[src/dcs_cfg.svh]
// Register offsets, field positions, reset values and response codes
`ifndef DCS_CFG_SVH
`define DCS_CFG_SVH

// ****************************************
// Register map (byte addresses)
// ****************************************
`define DCS_CNT_BASE 12'h000
`define DCS_STAT_OFF 12'h040
`define DCS_ENA_OFF 12'h044
`define DCS_BUSY_OFF 12'h048
`define DCS_ADDR_W 12

// ****************************************
// Fields and reset values
// ****************************************
`define DCS_CNT_W 10
`define DCS_CNT_RST 10'h000
`define DCS_PFLAG_LSB 8
`define DCS_RWCOL_LSB 0
`define DCS_STAT_RST 16'h0000
`define DCS_RESP_OKAY 2'h0
`define DCS_RESP_SLVERR 2'h2

`endif

[src/dcs_pkg.sv]
// Types shared by the count and collision status block
package dcs_pkg;
    typedef enum logic [1:0] {DCS_IDLE, DCS_XFER, DCS_DONE} dcs_chan_state_t;
endpackage : dcs_pkg

[src/dcs_chan_seq.sv]
// One channel's transfer sequencer: performs count plus one transfers
`timescale 1ns/100ps
`include "dcs_cfg.svh"
module dcs_chan_seq
#(
    parameter int CNT_W = `DCS_CNT_W
)
(
    // Clock and reset
    input wire logic aclk,
    input wire logic aresetn,
    // Control
    input wire logic enable,
    input wire logic [CNT_W-1:0] count,
    input wire logic xfer_done,
    // Status
    output logic xfer_req,
    output logic block_done,
    output logic [CNT_W:0] remaining
);
    import dcs_pkg::*;
    dcs_chan_state_t state, next_state;
    logic [CNT_W:0] next_remaining;
    logic next_block_done;

    always_comb
    begin
        next_state = state;
        next_remaining = remaining;
        next_block_done = 1'b0;
        case (state)
            DCS_IDLE:
            begin
                if (enable)
                begin
                    // Count of zero still gives one transfer
                    next_remaining = {1'b0, count} + 1'b1;
                    next_state = DCS_XFER;
                end
            end
            DCS_XFER:
            begin
                if (!enable)
                    next_state = DCS_IDLE;
                else if (xfer_done)
                begin
                    next_remaining = remaining - 1'b1;
                    if (remaining == {{CNT_W{1'b0}}, 1'b1})
                    begin
                        next_state = DCS_DONE;
                        next_block_done = 1'b1;
                    end
                end
            end
            DCS_DONE:
            begin
                // Wait for disable before another block can start
                if (!enable)
                    next_state = DCS_IDLE;
            end
            default:
                next_state = DCS_IDLE;
        endcase
    end

    always_ff @(posedge aclk)
    begin
        if (!aresetn)
        begin
            state <= DCS_IDLE;
            remaining <= '0;
            block_done <= 1'b0;
        end
        else
        begin
            state <= next_state;
            remaining <= next_remaining;
            block_done <= next_block_done;
        end
    end

    assign xfer_req = (state == DCS_XFER) && enable;

    a_block_len: assert property (@(posedge aclk) disable iff (!aresetn)
        (state == DCS_IDLE && enable) |=>
        remaining == {1'b0, $past(count)} + 1'b1)
        else $error("block length is not count plus one");
endmodule : dcs_chan_seq

[src/dcs_top.sv]
// Channel transfer counts and write collision status behind AXI4-Lite
`timescale 1ns/100ps
`include "dcs_cfg.svh"
module dcs_top
#(
    parameter int NCH = 8
)
(
    // Clock and reset
    input wire logic aclk,
    input wire logic aresetn,
    // AXI4-Lite write address
    input wire logic [`DCS_ADDR_W-1:0] s_axi_awaddr,
    input wire logic s_axi_awvalid,
    output logic s_axi_awready,
    // AXI4-Lite write data
    input wire logic [31:0] s_axi_wdata,
    input wire logic [3:0] s_axi_wstrb,
    input wire logic s_axi_wvalid,
    output logic s_axi_wready,
    // AXI4-Lite write response
    output logic [1:0] s_axi_bresp,
    output logic s_axi_bvalid,
    input wire logic s_axi_bready,
    // AXI4-Lite read address
    input wire logic [`DCS_ADDR_W-1:0] s_axi_araddr,
    input wire logic s_axi_arvalid,
    output logic s_axi_arready,
    // AXI4-Lite read data
    output logic [31:0] s_axi_rdata,
    output logic [1:0] s_axi_rresp,
    output logic s_axi_rvalid,
    input wire logic s_axi_rready,
    // Channel side
    input wire logic [NCH-1:0] chan_xfer_done,
    input wire logic [NCH-1:0] periph_collision,
    input wire logic [NCH-1:0] ram_collision,
    output logic [NCH-1:0] chan_xfer_req,
    output logic [NCH-1:0] chan_block_done
);
    import dcs_pkg::*;
    // ****************************************
    // Register state
    // ****************************************
    logic [`DCS_CNT_W-1:0] transfer_count_field [NCH];
    logic [`DCS_CNT_W-1:0] next_count [NCH];
    logic [NCH-1:0] periph_write_collision_flag;
    logic [NCH-1:0] next_pflag;
    logic [NCH-1:0] ram_write_collision_flag;
    logic [NCH-1:0] next_rwcol;
    logic [NCH-1:0] chan_enable;
    logic [NCH-1:0] next_enable;
    logic [NCH-1:0] chan_busy;

    // ****************************************
    // AXI4-Lite write path
    // ****************************************
    logic aw_held, next_aw_held;
    logic w_held, next_w_held;
    logic [`DCS_ADDR_W-1:0] aw_addr, next_aw_addr;
    logic [31:0] w_data, next_w_data;
    logic [3:0] w_strb, next_w_strb;
    logic next_bvalid;
    logic [1:0] next_bresp;
    logic wr_fire;
    logic [`DCS_ADDR_W-1:0] wr_addr;
    logic [31:0] wr_data;
    logic [3:0] wr_strb;
    logic wr_hit;

    // Each channel is taken once, held until both arrive
    assign s_axi_awready = !aw_held && !s_axi_bvalid;
    assign s_axi_wready = !w_held && !s_axi_bvalid;

    always_comb
    begin
        next_aw_held = aw_held;
        next_w_held = w_held;
        next_aw_addr = aw_addr;
        next_w_data = w_data;
        next_w_strb = w_strb;
        next_bvalid = s_axi_bvalid;
        next_bresp = s_axi_bresp;
        if (s_axi_awvalid && s_axi_awready)
        begin
            next_aw_held = 1'b1;
            next_aw_addr = s_axi_awaddr;
        end
        if (s_axi_wvalid && s_axi_wready)
        begin
            next_w_held = 1'b1;
            next_w_data = s_axi_wdata;
            next_w_strb = s_axi_wstrb;
        end
        if (wr_fire)
        begin
            next_aw_held = 1'b0;
            next_w_held = 1'b0;
            next_bvalid = 1'b1;
            next_bresp = wr_hit ? `DCS_RESP_OKAY : `DCS_RESP_SLVERR;
        end
        else if (s_axi_bvalid && s_axi_bready)
            next_bvalid = 1'b0;
    end

    always_ff @(posedge aclk)
    begin
        if (!aresetn)
        begin
            aw_held <= 1'b0;
            w_held <= 1'b0;
            aw_addr <= '0;
            w_data <= '0;
            w_strb <= '0;
            s_axi_bvalid <= 1'b0;
            s_axi_bresp <= `DCS_RESP_OKAY;
        end
        else
        begin
            aw_held <= next_aw_held;
            w_held <= next_w_held;
            aw_addr <= next_aw_addr;
            w_data <= next_w_data;
            w_strb <= next_w_strb;
            s_axi_bvalid <= next_bvalid;
            s_axi_bresp <= next_bresp;
        end
    end

    // Write commits in the cycle both halves are present
    assign wr_addr = aw_held ? aw_addr : s_axi_awaddr;
    assign wr_data = w_held ? w_data : s_axi_wdata;
    assign wr_strb = w_held ? w_strb : s_axi_wstrb;
    assign wr_fire = !s_axi_bvalid && (aw_held || s_axi_awvalid)
        && (w_held || s_axi_wvalid);
    assign wr_hit = (wr_addr < `DCS_CNT_BASE + 12'(4 * NCH))
        || wr_addr == `DCS_STAT_OFF || wr_addr == `DCS_ENA_OFF;

    // ****************************************
    // Register updates
    // ****************************************
    always_comb
    begin
        next_pflag = periph_write_collision_flag;
        next_rwcol = ram_write_collision_flag;
        next_enable = chan_enable;
        for (int i = 0; i < NCH; i++)
            next_count[i] = transfer_count_field[i];
        if (wr_fire)
        begin
            for (int i = 0; i < NCH; i++)
            begin
                if (wr_addr == `DCS_CNT_BASE + 12'(4 * i))
                begin
                    // Only bits 9:0 exist; upper lanes are dropped
                    if (wr_strb[0])
                        next_count[i][7:0] = wr_data[7:0];
                    if (wr_strb[1])
                        next_count[i][9:8] = wr_data[9:8];
                end
            end
            // Writing one clears a flag; zeros leave it alone
            if (wr_addr == `DCS_STAT_OFF)
            begin
                if (wr_strb[1])
                    next_pflag = next_pflag & ~wr_data[15:8];
                if (wr_strb[0])
                    next_rwcol = next_rwcol & ~wr_data[7:0];
            end
            if (wr_addr == `DCS_ENA_OFF && wr_strb[0])
                next_enable = wr_data[NCH-1:0];
        end
        // Hardware set is applied last so it beats a clear
        next_pflag = next_pflag | periph_collision;
        next_rwcol = next_rwcol | ram_collision;
    end

    always_ff @(posedge aclk)
    begin
        if (!aresetn)
        begin
            for (int i = 0; i < NCH; i++)
                transfer_count_field[i] <= `DCS_CNT_RST;
            periph_write_collision_flag <= '0;
            ram_write_collision_flag <= '0;
            chan_enable <= '0;
        end
        else
        begin
            for (int i = 0; i < NCH; i++)
                transfer_count_field[i] <= next_count[i];
            periph_write_collision_flag <= next_pflag;
            ram_write_collision_flag <= next_rwcol;
            chan_enable <= next_enable;
        end
    end

    // ****************************************
    // AXI4-Lite read path
    // ****************************************
    logic [31:0] rd_word;
    logic rd_hit;
    logic [31:0] next_rdata;
    logic [1:0] next_rresp;
    logic next_rvalid;

    assign s_axi_arready = !s_axi_rvalid;

    always_comb
    begin
        rd_word = '0;
        rd_hit = 1'b0;
        for (int i = 0; i < NCH; i++)
        begin
            if (s_axi_araddr == `DCS_CNT_BASE + 12'(4 * i))
            begin
                rd_word = {22'h0, transfer_count_field[i]};
                rd_hit = 1'b1;
            end
        end
        if (s_axi_araddr == `DCS_STAT_OFF)
        begin
            rd_word = {16'h0000, periph_write_collision_flag,
                ram_write_collision_flag};
            rd_hit = 1'b1;
        end
        if (s_axi_araddr == `DCS_ENA_OFF)
        begin
            rd_word = {24'h000000, chan_enable};
            rd_hit = 1'b1;
        end
        if (s_axi_araddr == `DCS_BUSY_OFF)
        begin
            rd_word = {24'h000000, chan_busy};
            rd_hit = 1'b1;
        end
        next_rdata = s_axi_rdata;
        next_rresp = s_axi_rresp;
        next_rvalid = s_axi_rvalid;
        if (s_axi_arvalid && s_axi_arready)
        begin
            next_rdata = rd_word;
            next_rresp = rd_hit ? `DCS_RESP_OKAY : `DCS_RESP_SLVERR;
            next_rvalid = 1'b1;
        end
        else if (s_axi_rvalid && s_axi_rready)
            next_rvalid = 1'b0;
    end

    always_ff @(posedge aclk)
    begin
        if (!aresetn)
        begin
            s_axi_rdata <= '0;
            s_axi_rresp <= `DCS_RESP_OKAY;
            s_axi_rvalid <= 1'b0;
        end
        else
        begin
            s_axi_rdata <= next_rdata;
            s_axi_rresp <= next_rresp;
            s_axi_rvalid <= next_rvalid;
        end
    end

    // ****************************************
    // Channel sequencers
    // ****************************************
    // A count written mid-block is not seen until the next block starts
    for (genvar g = 0; g < NCH; g++)
    begin : g_chan
        dcs_chan_seq #(.CNT_W(`DCS_CNT_W)) u_seq (
            .aclk(aclk),
            .aresetn(aresetn),
            .enable(chan_enable[g]),
            .count(transfer_count_field[g]),
            .xfer_done(chan_xfer_done[g]),
            .xfer_req(chan_xfer_req[g]),
            .block_done(chan_block_done[g]),
            .remaining()
        );
        assign chan_busy[g] = chan_xfer_req[g];
    end

    // ****************************************
    // Checks
    // ****************************************
    a_periph_flag_set: assert property (@(posedge aclk) disable iff (!aresetn)
        periph_collision[0] |=> periph_write_collision_flag[0])
        else $error("peripheral collision not flagged");
    a_rwcol_set: assert property (@(posedge aclk) disable iff (!aresetn)
        ram_collision[NCH-1] |=> ram_write_collision_flag[NCH-1])
        else $error("ram collision not flagged");
    a_flag_no_sw_set: assert property (@(posedge aclk) disable iff (!aresetn)
        !ram_write_collision_flag[0] && !ram_collision[0]
        |=> !ram_write_collision_flag[0])
        else $error("flag rose without a collision");
    a_clear_wins_not: assert property (@(posedge aclk) disable iff (!aresetn)
        wr_fire && wr_addr == `DCS_STAT_OFF && wr_strb[1] && wr_data[9]
        && periph_collision[1] |=> periph_write_collision_flag[1])
        else $error("collision lost under clear");
    a_cnt_upper_zero: assert property (@(posedge aclk) disable iff (!aresetn)
        s_axi_rvalid && $past(s_axi_araddr) == `DCS_CNT_BASE
        && $rose(s_axi_rvalid) |-> s_axi_rdata[31:10] == '0)
        else $error("count upper bits not zero");
    a_cnt_write: assert property (@(posedge aclk) disable iff (!aresetn)
        wr_fire && wr_addr == `DCS_CNT_BASE && wr_strb[1:0] == 2'h3
        |=> transfer_count_field[0] == $past(wr_data[9:0]))
        else $error("count write not stored");
    a_sw_clear: assert property (@(posedge aclk) disable iff (!aresetn)
        wr_fire && wr_addr == `DCS_STAT_OFF && wr_strb[0] && wr_data[2]
        && !ram_collision[2] |=> !ram_write_collision_flag[2])
        else $error("flag not cleared by software");
    a_status_read: assert property (@(posedge aclk) disable iff (!aresetn)
        s_axi_arvalid && s_axi_arready && s_axi_araddr == `DCS_STAT_OFF
        |=> s_axi_rvalid ##0 s_axi_rdata[15:8] ==
        $past(periph_write_collision_flag))
        else $error("status read wrong");
endmodule : dcs_top
[config.mk]
export PLATFORM = sky130hd
export DESIGN_NAME = dcs_top
export DESIGN_NICKNAME = d
export VERILOG_FILES = /design/src/dcs_pkg.sv /design/src/dcs_chan_seq.sv /design/src/dcs_top.sv
export VERILOG_INCLUDE_DIRS = /design/src /design/src/src
export SDC_FILE = /design/constraint.sdc
export NUM_CORES = 1
export LEC_CHECK = 0
export ABC_AREA = 1
export BUFFER_PORTS_ARGS = -buffer_cell sky130_fd_sc_hd__buf_2
export CAP_MARGIN = 20
export CELL_PAD_IN_SITES_DETAIL_PLACEMENT = 1
export CELL_PAD_IN_SITES_GLOBAL_PLACEMENT = 1
export CORE_UTILIZATION = 45
export DETAILED_ROUTE_END_ITERATION = 6
export GPL_TIMING_DRIVEN = 0
export PLACE_DENSITY = 0.83
export SLEW_MARGIN = 10
export SYNTH_ARGS = -nofsm -noshare
export SYNTH_HDL_FRONTEND = slang
export SYNTH_HIERARCHICAL = 1
export SYNTH_SLANG_ARGS = --single-unit
[constraint.sdc]
create_clock -name aclk -period 3.7 [get_ports aclk]
set_input_delay 0.555 -clock aclk [delete_from_list [all_inputs] [get_ports aclk]]
set_output_delay 0.555 -clock aclk [all_outputs]
set_load 0.05 [all_outputs]
== Word level (Yosys, flattened, before mapping) ==
Memories as Yosys holds them, arrays and structs flattened.
Index checks and enable logic that the tools add are counted.

* Register bits after elaboration: 206
* Memory bits (writable): 80
* Input bits: 91
* Output and inout bits: 57
* Word-level logic and storage cells: 393
* Memories kept: 1

{| class="wikitable"
|+ Memory list
! memory !! depth !! width !! read ports !! clocked after Yosys merged registers in !! wr ports !! line !! source
|-
| transfer_count_field || 8 || 10 || 8 || 0 || 8 || dcs_top.sv:45 || <nowiki>logic [`DCS_CNT_W-1:0] transfer_count_field [NCH];</nowiki>
|}

* Add/subtract/negate cells: 16
* Order comparisons: 1
* Eq/ne operators: 91
* Multiplexer cells: 160
* Bitwise operators: 15
* Reductions and logical operators: 72

{| class="wikitable"
|+ Operators with widths
! cell !! number
|-
| 2-to-1 mux 32 bit || 10
|-
| 2-to-1 mux 11 bit || 24
|-
| one-hot mux 11 bit (2 select lines) || 8
|-
| 2-to-1 mux 10 bit || 17
|-
| 2-to-1 mux 8 bit || 14
|-
| 2-to-1 mux 2 bit || 51
|-
| == test 12 x 5 -> 1 bit, second input constant || 8
|-
| AND reduction 4 bit || 24
|-
| adder 10 x 1 -> 11 bit, second input constant || 8
|-
| == test 11 x 1 -> 1 bit, second input constant || 8
|-
| subtractor 11 x 1 -> 11 bit, second input constant || 8
|-
| 2-to-1 mux 80 bit || 1
|-
| != test 2 bit, second input constant || 32
|-
| == test 12 x 7 -> 1 bit, second input constant || 5
|-
| == test 12 x 4 -> 1 bit, second input constant || 4
|-
| one-hot mux 2 bit (3 select lines) || 8
|-
| 2-to-1 mux 1 bit || 25
|-
| == test 12 x 3 -> 1 bit, second input constant || 2
|-
| zero test 12 bit || 2
|-
| != test 3 x 2 -> 1 bit, second input constant || 8
|-
| != test 3 bit, second input constant || 8
|-
| nonzero test 2 bit || 10
|-
| logical AND 1 bit || 18
|-
| AND 8 bit || 2
|-
| 14 further kinds || 50
|}

== Logic depth before layout (Yosys ltp) ==
* Depth in word-level cells: 13
* Gate-level depth with buffers: 15
* Gate-level depth less buffers: 14

== Hierarchy ==
Netlist, hierarchy kept.

{| class="wikitable"
|+ By module, submodules not included
! module !! instances !! cells an instance !! area each (sq um) !! seq. area each (sq um)
|-
| dcs_chan_seq || 8 || 184 || 1132.3 || 280.3
|-
| dcs_top || 1 || 1001 || 7294.5 || 3123.0
|}

== Worst setup path after synthesis ==
Ideal clock, no wire load.

* Path type: register -> register
* Start point: reg s_axi_bvalid
* End point: reg w_data[0]
* Setup time: 0.065 ns
* Arrival time: 2.086 ns
* Required time: 3.635 ns
* Setup slack: 1.549 ns
* Stages on the path, launching flop included: 7
* Path buffers: 1
* Clock period less this slack: 2.151 ns
* Cells stage by stage: dfxtp_1 -> nor2_1 -> nand2_1 -> inv_1 -> clkbuf_1 -> nor2_1 -> nor2_1

* Word-level cells in the longest chain between the ends: 3

{| class="wikitable"
|+ Ends and longest elaborated chain
! element !! line !! source
|-
| from (decl) || dcs_top.sv:23 || <nowiki>output logic s_axi_bvalid,</nowiki>
|-
| from (signal assigned) || dcs_top.sv:125 || <nowiki>s_axi_bvalid <= next_bvalid;</nowiki>
|-
| zero test 1 bit || dcs_top.sv:73 || <nowiki>assign s_axi_wready = !w_held && !s_axi_bvalid;</nowiki>
|-
| logical AND 1 bit || dcs_top.sv:73 ||
|-
| via s_axi_wready || dcs_top.sv:20 || <nowiki>output logic s_axi_wready,</nowiki>
|-
| logical AND 1 bit || dcs_top.sv:89 || <nowiki>if (s_axi_wvalid && s_axi_wready)</nowiki>
|-
| to (signal assigned) || dcs_top.sv:123 || <nowiki>w_data <= next_w_data;</nowiki>
|-
| to (decl) || dcs_top.sv:61 || <nowiki>logic [31:0] w_data, next_w_data;</nowiki>
|}

The timed path passes the listed nets, and every way through them passes these cells.
A chain may end at the register's enable or synchronous reset.

== Worst setup path after layout ==
* Start point: in s_axi_araddr[5]
* End point: reg s_axi_rdata[7]

* Word-level cells in the longest chain between the ends: 12
* Elaborated cells between the ends (all ways): 22
* Classes of those cells: eq/ne (10); mux (11); reduce/logical (1)

{| class="wikitable"
|+ Ends and longest elaborated chain
! element !! line !! source
|-
| from (decl) || dcs_top.sv:26 || <nowiki>input wire logic [`DCS_ADDR_W-1:0] s_axi_araddr,</nowiki>
|-
| zero test 12 bit || dcs_top.sv:215 || <nowiki>if (s_axi_araddr == `DCS_CNT_BASE + 12'(4 * i))</nowiki>
|-
| 2-to-1 mux 10 bit || dcs_top.sv:215 ||
|-
| 2-to-1 mux 32 bit (7 in series) || dcs_top.sv:215 ||
|-
| 2-to-1 mux 32 bit || dcs_top.sv:221 || <nowiki>if (s_axi_araddr == `DCS_STAT_OFF)</nowiki>
|-
| 2-to-1 mux 32 bit || dcs_top.sv:227 || <nowiki>if (s_axi_araddr == `DCS_ENA_OFF)</nowiki>
|-
| 2-to-1 mux 32 bit (*) || dcs_top.sv:232 || <nowiki>if (s_axi_araddr == `DCS_BUSY_OFF)</nowiki>
|-
| to (signal assigned) || dcs_top.sv:260 || <nowiki>s_axi_rdata <= next_rdata;</nowiki>
|-
| to (decl) || dcs_top.sv:30 || <nowiki>output logic [31:0] s_axi_rdata,</nowiki>
|}

Every way passes the cells marked *; elsewhere a longest branch is shown, timed or not.

==> impl_results.html <==
<table>
<tr><th>Metric</th><th>Value</th></tr>
<tr><th colspan="2">Layout</th></tr>
<tr><td>Layout cell share with drive strength beyond 1</td><td>16.3%</td></tr>
<tr><td>Post-layout utilization of the core</td><td>52.7%</td></tr>
<tr><td>Area grow syn2layout</td><td>14.8%</td></tr>
<tr><td>Count of nets after finishing</td><td>2754</td></tr>
<tr><td>Layout filler cell count</td><td>4850</td></tr>
<tr><td>Total area of multi-input combinational cells</td><td>slightly above 9000 um2</td></tr>
<tr><td>Sequential cell area</td><td>5370 um2</td></tr>
<tr><th colspan="2">Floorplan</th></tr>
<tr><td>Starting density of the core</td><td>45.9%</td></tr>
<tr><td># IOs</td><td>~150</td></tr>
<tr><td>Area of the die</td><td>37100 um2</td></tr>
<tr><td>Std-Cell Rows</td><td>69</td></tr>
<tr><td>Die width</td><td>193 um</td></tr>
<tr><td>Y dimension of the die</td><td>193 um</td></tr>
<tr><td>Core Region</td><td>35700 um2</td></tr>
<tr><th colspan="2">Clocking</th></tr>
<tr><td>Number of setup buffers added after CTS</td><td>0</td></tr>
<tr><td>Clock transition at the registers of the reported paths</td><td>0.06 ns</td></tr>
<tr><td># H-tree levels</td><td>2</td></tr>
<tr><td>CTS Sinks</td><td>between 200 and 300</td></tr>
<tr><td>Number of buffers added to fix hold violations after cts</td><td>0</td></tr>
<tr><td>Number of clock buffers inserted by TritonCTS</td><td>34</td></tr>
<tr><td># resized after CTS</td><td>0</td></tr>
<tr><td>Clock latency on the worst-skew pair</td><td>between 0.5 and 0.6 ns</td></tr>
<tr><td>TritonCTS clock tree</td><td>done</td></tr>
<tr><td>Clk buf depth</td><td>3</td></tr>
<tr><td>Root buffer cell</td><td>sky130_fd_sc_hd__clkbuf_16</td></tr>
<tr><th colspan="2">Timing</th></tr>
<tr><td>Final Slew Violations</td><td>0</td></tr>
<tr><td>Maximum frequency from static timing analysis</td><td>between 400 and 500 MHz</td></tr>
<tr><td>Worst path setup slack after routing</td><td>about 1.3 ns</td></tr>
<tr><td>Slew @ Worst Pin</td><td>0.991 ns</td></tr>
<tr><td>Clock skew after layout</td><td>0.0329 ns</td></tr>
<tr><td>Hold Violations, Final</td><td>0</td></tr>
<tr><td>Worst slew margin</td><td>33.9%</td></tr>
<tr><td>Hold WS</td><td>0.231 ns</td></tr>
<tr><td>Setup_tns</td><td>0 ns</td></tr>
<tr><td>Period minus WS final</td><td>2.40 ns</td></tr>
<tr><td>Share of the clock period used by the worst path</td><td>between 60% and 70%</td></tr>
<tr><td>Final count of negative-setup-slack endpoints</td><td>0</td></tr>
<tr><td>RSZ-0062 raised after global routing</td><td>no</td></tr>
<tr><th colspan="2">Detailed routing</th></tr>
<tr><td>Mean number of vias per cell</td><td>about 5.5</td></tr>
<tr><td>Detailed Route WL</td><td>56900 um</td></tr>
<tr><td>Total via count after detailed routing</td><td>17100</td></tr>
<tr><td>Number of nets with antenna violations after detailed routing</td><td>0</td></tr>
<tr><td>First-pass iteration count of the detailed router</td><td>6</td></tr>
<tr><td>Avg WL per Cell</td><td>18.2 um</td></tr>
<tr><td>Drt drc</td><td>22</td></tr>
<tr><td>Count of routing violations after the opening detailed-route iteration</td><td>818</td></tr>
<tr><th colspan="2">Synthesis</th></tr>
<tr><td>Area fraction of the dominant cell type after synthesis</td><td>about a third</td></tr>
<tr><td>Asr flop ratio synth</td><td>0%</td></tr>
<tr><td>Most common flop cell mapped by yosys</td><td>sky130_fd_sc_hd__dfxtp_1</td></tr>
<tr><td>Top cells by area, synth</td><td>sky130_fd_sc_hd__dfxtp_1, sky130_fd_sc_hd__nand2_1, sky130_fd_sc_hd__nor2_1</td></tr>
<tr><td>Library cell with the largest summed area after synthesis</td><td>sky130_fd_sc_hd__dfxtp_1</td></tr>
<tr><td>Flip-flop and latch count after synthesis</td><td>~270</td></tr>
<tr><td>Cell Area, Synth</td><td>around 16000 um2</td></tr>
<tr><td>Mean cell area of the mapped netlist</td><td>6.61 um2</td></tr>
<tr><td>Post-Synthesis Cells</td><td>2473</td></tr>
<tr><td>Number of synthesized flops with an enable pin</td><td>0</td></tr>
<tr><td>Synth cell types</td><td>45</td></tr>
<tr><td>Top cell types by occurrence after synthesis</td><td>sky130_fd_sc_hd__nand2_1, sky130_fd_sc_hd__nor2_1, sky130_fd_sc_hd__inv_1</td></tr>
<tr><td>Part of the Yosys area used for sequential elements</td><td>about a third</td></tr>
<tr><td>Most frequent cell after synthesis</td><td>sky130_fd_sc_hd__nand2_1</td></tr>
<tr><td>Ys Warns</td><td>6</td></tr>
<tr><th colspan="2">Outcome</th></tr>
<tr><td>Result of the run</td><td>finished with violations</td></tr>
<tr><td>Failing checks</td><td>design-rule violations</td></tr>
<tr><th colspan="2">GRT</th></tr>
<tr><td>Maximum number of pins on one net before global-route repair</td><td>62</td></tr>
<tr><td>Overall global routing resource usage</td><td>31.1%</td></tr>
<tr><td>Congestion Overflow GR</td><td>0</td></tr>
<tr><td>Antenna violations before repair</td><td>0</td></tr>
<tr><td>Global-route wire length before repair</td><td>90600 um</td></tr>
<tr><td>Vias in the first global route</td><td>approximately 17000</td></tr>
<tr><th colspan="2">Worst setup path</th></tr>
<tr><td>Maximum fanout along the worst path</td><td>9</td></tr>
<tr><td>Cells on worst reg2reg path</td><td>8</td></tr>
<tr><td>Data required time of the critical path</td><td>between 4 and 5 ns</td></tr>
<tr><td>Type of the setup path with the least slack</td><td>input port to register</td></tr>
<tr><td>Launching element type of the critical path</td><td>input port</td></tr>
<tr><td>Critical Path Sink Type</td><td>register</td></tr>
<tr><td>Arrival time reported for the critical path endpoint</td><td>2.82 ns</td></tr>
<tr><th colspan="2">Placement</th></tr>
<tr><td>DP HPWL</td><td>~43000 um</td></tr>
<tr><td>Port Buf Inserts</td><td>110</td></tr>
<tr><td>Setup slack after placement</td><td>0.849 ns</td></tr>
<tr><td>Routability cong.</td><td>0.925</td></tr>
<tr><th colspan="2">Power and ir drop</th></tr>
<tr><td>Leakage power</td><td>8.20 nW</td></tr>
<tr><td>Internal power of the cells</td><td>between 5 and 6 mW</td></tr>
<tr><td>Clk pwr share</td><td>48.8%</td></tr>
<tr><td>Switching power share of the total</td><td>around 27%</td></tr>
<tr><td>Sequential group share of total power</td><td>42.2%</td></tr>
<tr><td>Worst IR Drop VDD</td><td>roughly 0.00038 V</td></tr>
<tr><td>Combinational cell fraction of total power</td><td>9.1%</td></tr>
<tr><td>Sw Pwr</td><td>between 1.5 and 2 mW</td></tr>
<tr><td>Power density relative to cell area</td><td>377 nW/um2</td></tr>
<tr><th colspan="2">Worst hold path</th></tr>
<tr><td>Number of instances on the worst hold path</td><td>3</td></tr>
<tr><td>HP Class</td><td>input port to register</td></tr>
<tr><th colspan="2">Job</th></tr>
<tr><td>Number of maximum-capacitance constraint violations</td><td>0</td></tr>
</table>
sequential cells by signal, summed over array words and instances, names as in the netlist:
register                     cells
aw_addr                         12
aw_held                          1
chan_enable                      8
g_chan.u_seq/block_done          8
g_chan.u_seq/remaining          88
g_chan.u_seq/state              16
periph_write_collision_flag      8
ram_write_collision_flag         8
s_axi_bresp                      1
s_axi_bvalid                     1
s_axi_rdata                     16
s_axi_rresp                      1
s_axi_rvalid                     1
transfer_count_field            80
w_data                          16
w_held                           1
w_strb                           2
power groups by stage:
stage | clock [mW] | sequential (mW) | combinational, mW
after global routing | 3.63 | 2.99 | 0.679
final | 3.45 | 2.98 | 0.642
after floorplan | 0 | 3.06 | 0.346
after CTS | 3.51 | 2.98 | 0.629
after detailed placement | 0 | 3.04 | 0.621
after global placement | 0 | 3.04 | 0.586
cells by family after synthesis:
kind of cell | count (synthesis) | share of synthesized area (%)
adders and majority gates | 24 | 1.84
xor gates and xnor gates | 32 | 1.71
buffers and inverters | 428 | 12.1
DFF | 268 | 32.8
other | 1 | 0.0229
and+or+nand+nor | 1250 | 34.6
muxes | 3 | 0.337
AOI/OAI and AO/OA | 467 | 16.6
path summary, 6_finish.rpt:
path | startpoint | slack, ns | endpoint
min reg2reg | w_data[4]$_SDFFE_PN0P_ | 0.47 | w_data[4]$_SDFFE_PN0P_
max | s_axi_araddr[5] | 1.30 | s_axi_rdata[7]$_SDFFE_PN0P_
max reg2reg | aw_held$_SDFFE_PP0P_ | 1.32 | periph_write_collision_flag[6]$_SDFF_PN0_
min | periph_collision[4] | 0.23 | periph_write_collision_flag[4]$_SDFF_PN0_
layout make-up:
| type | count | share of cell area [%] |
|---|---|---|
| antenna | 1 | 0.0133 |
| buffer | 93 | 3.80 |
| sequential | 268 | 28.6 |
| timing repair buffer | 113 | 3.15 |
| clock inverter | 14 | 0.813 |
| tap | 461 | 3.07 |
| multi-input combinational | 1794 | 48.5 |
| inverter | 335 | 6.72 |
| clock buffer | 47 | 5.38 |
cell usage in the layout, fill, tap and decap left out, types with 2 or more instances in the layout:
master and n:
sky130_fd_sc_hd__mux2i_4 2, sky130_fd_sc_hd__buf_1 2, sky130_fd_sc_hd__nor3_2 10, sky130_fd_sc_hd__buf_4 30, sky130_fd_sc_hd__ha_1 24, sky130_fd_sc_hd__clkinv_1 2
sky130_fd_sc_hd__nand2_1 533, sky130_fd_sc_hd__clkbuf_1 26, sky130_fd_sc_hd__inv_2 29, sky130_fd_sc_hd__o21ai_2 24, sky130_fd_sc_hd__a32oi_1 3, sky130_fd_sc_hd__inv_1 300
sky130_fd_sc_hd__nand3_1 222, sky130_fd_sc_hd__buf_2 115, sky130_fd_sc_hd__o211ai_1 8, sky130_fd_sc_hd__nand4_1 9, sky130_fd_sc_hd__bufinv_16 2, sky130_fd_sc_hd__nand3_2 27
sky130_fd_sc_hd__a211oi_1 78, sky130_fd_sc_hd__clkinv_8 2, sky130_fd_sc_hd__clkbuf_16 35, sky130_fd_sc_hd__nor2_4 28, sky130_fd_sc_hd__clkbuf_8 9, sky130_fd_sc_hd__nor2_1 322
sky130_fd_sc_hd__a21oi_1 172, sky130_fd_sc_hd__nor2_2 58, sky130_fd_sc_hd__conb_1 18, sky130_fd_sc_hd__nand3b_1 2, sky130_fd_sc_hd__o21ai_0 108, sky130_fd_sc_hd__o21a_1 2
sky130_fd_sc_hd__xor2_1 32, sky130_fd_sc_hd__a211oi_2 4, sky130_fd_sc_hd__nor3_1 29, sky130_fd_sc_hd__clkinv_2 11, sky130_fd_sc_hd__or2_1 2, sky130_fd_sc_hd__o21ai_1 52
sky130_fd_sc_hd__o31ai_1 12, sky130_fd_sc_hd__buf_6 35, sky130_fd_sc_hd__or2_2 4, sky130_fd_sc_hd__dfxtp_1 268
critical path: stages:
cell                      delay [ns]
sky130_fd_sc_hd__buf_2          0.11
sky130_fd_sc_hd__nor2_1         0.16
sky130_fd_sc_hd__nand3_1        0.40
sky130_fd_sc_hd__nor2_1         0.89
sky130_fd_sc_hd__inv_1          0.19
sky130_fd_sc_hd__o21ai_0        0.20
sky130_fd_sc_hd__inv_1          0.06
sky130_fd_sc_hd__nand2_1        0.16
sky130_fd_sc_hd__a21oi_1        0.09
routing by layer:
metal  GRT usage (%)  wire length, um
met5               0                0
met3            4.35             3000
met4            13.1             2090
met1            39.6            25300
met2            52.1            26500
metrics by stage:
step | std cells | power (mW) | instance area, um2
after global placement | 3061 | 3.63 | 17500
after floorplan | 2490 | 3.41 | 16400
after global routing | 3125 | 7.29 | 18800
after CTS | 3125 | 7.12 | 18800
after detailed placement | 3064 | 3.67 | 17600
final | 3126 | 7.07 | 18800
Note: power is estimated with default switching activity, not from simulation.
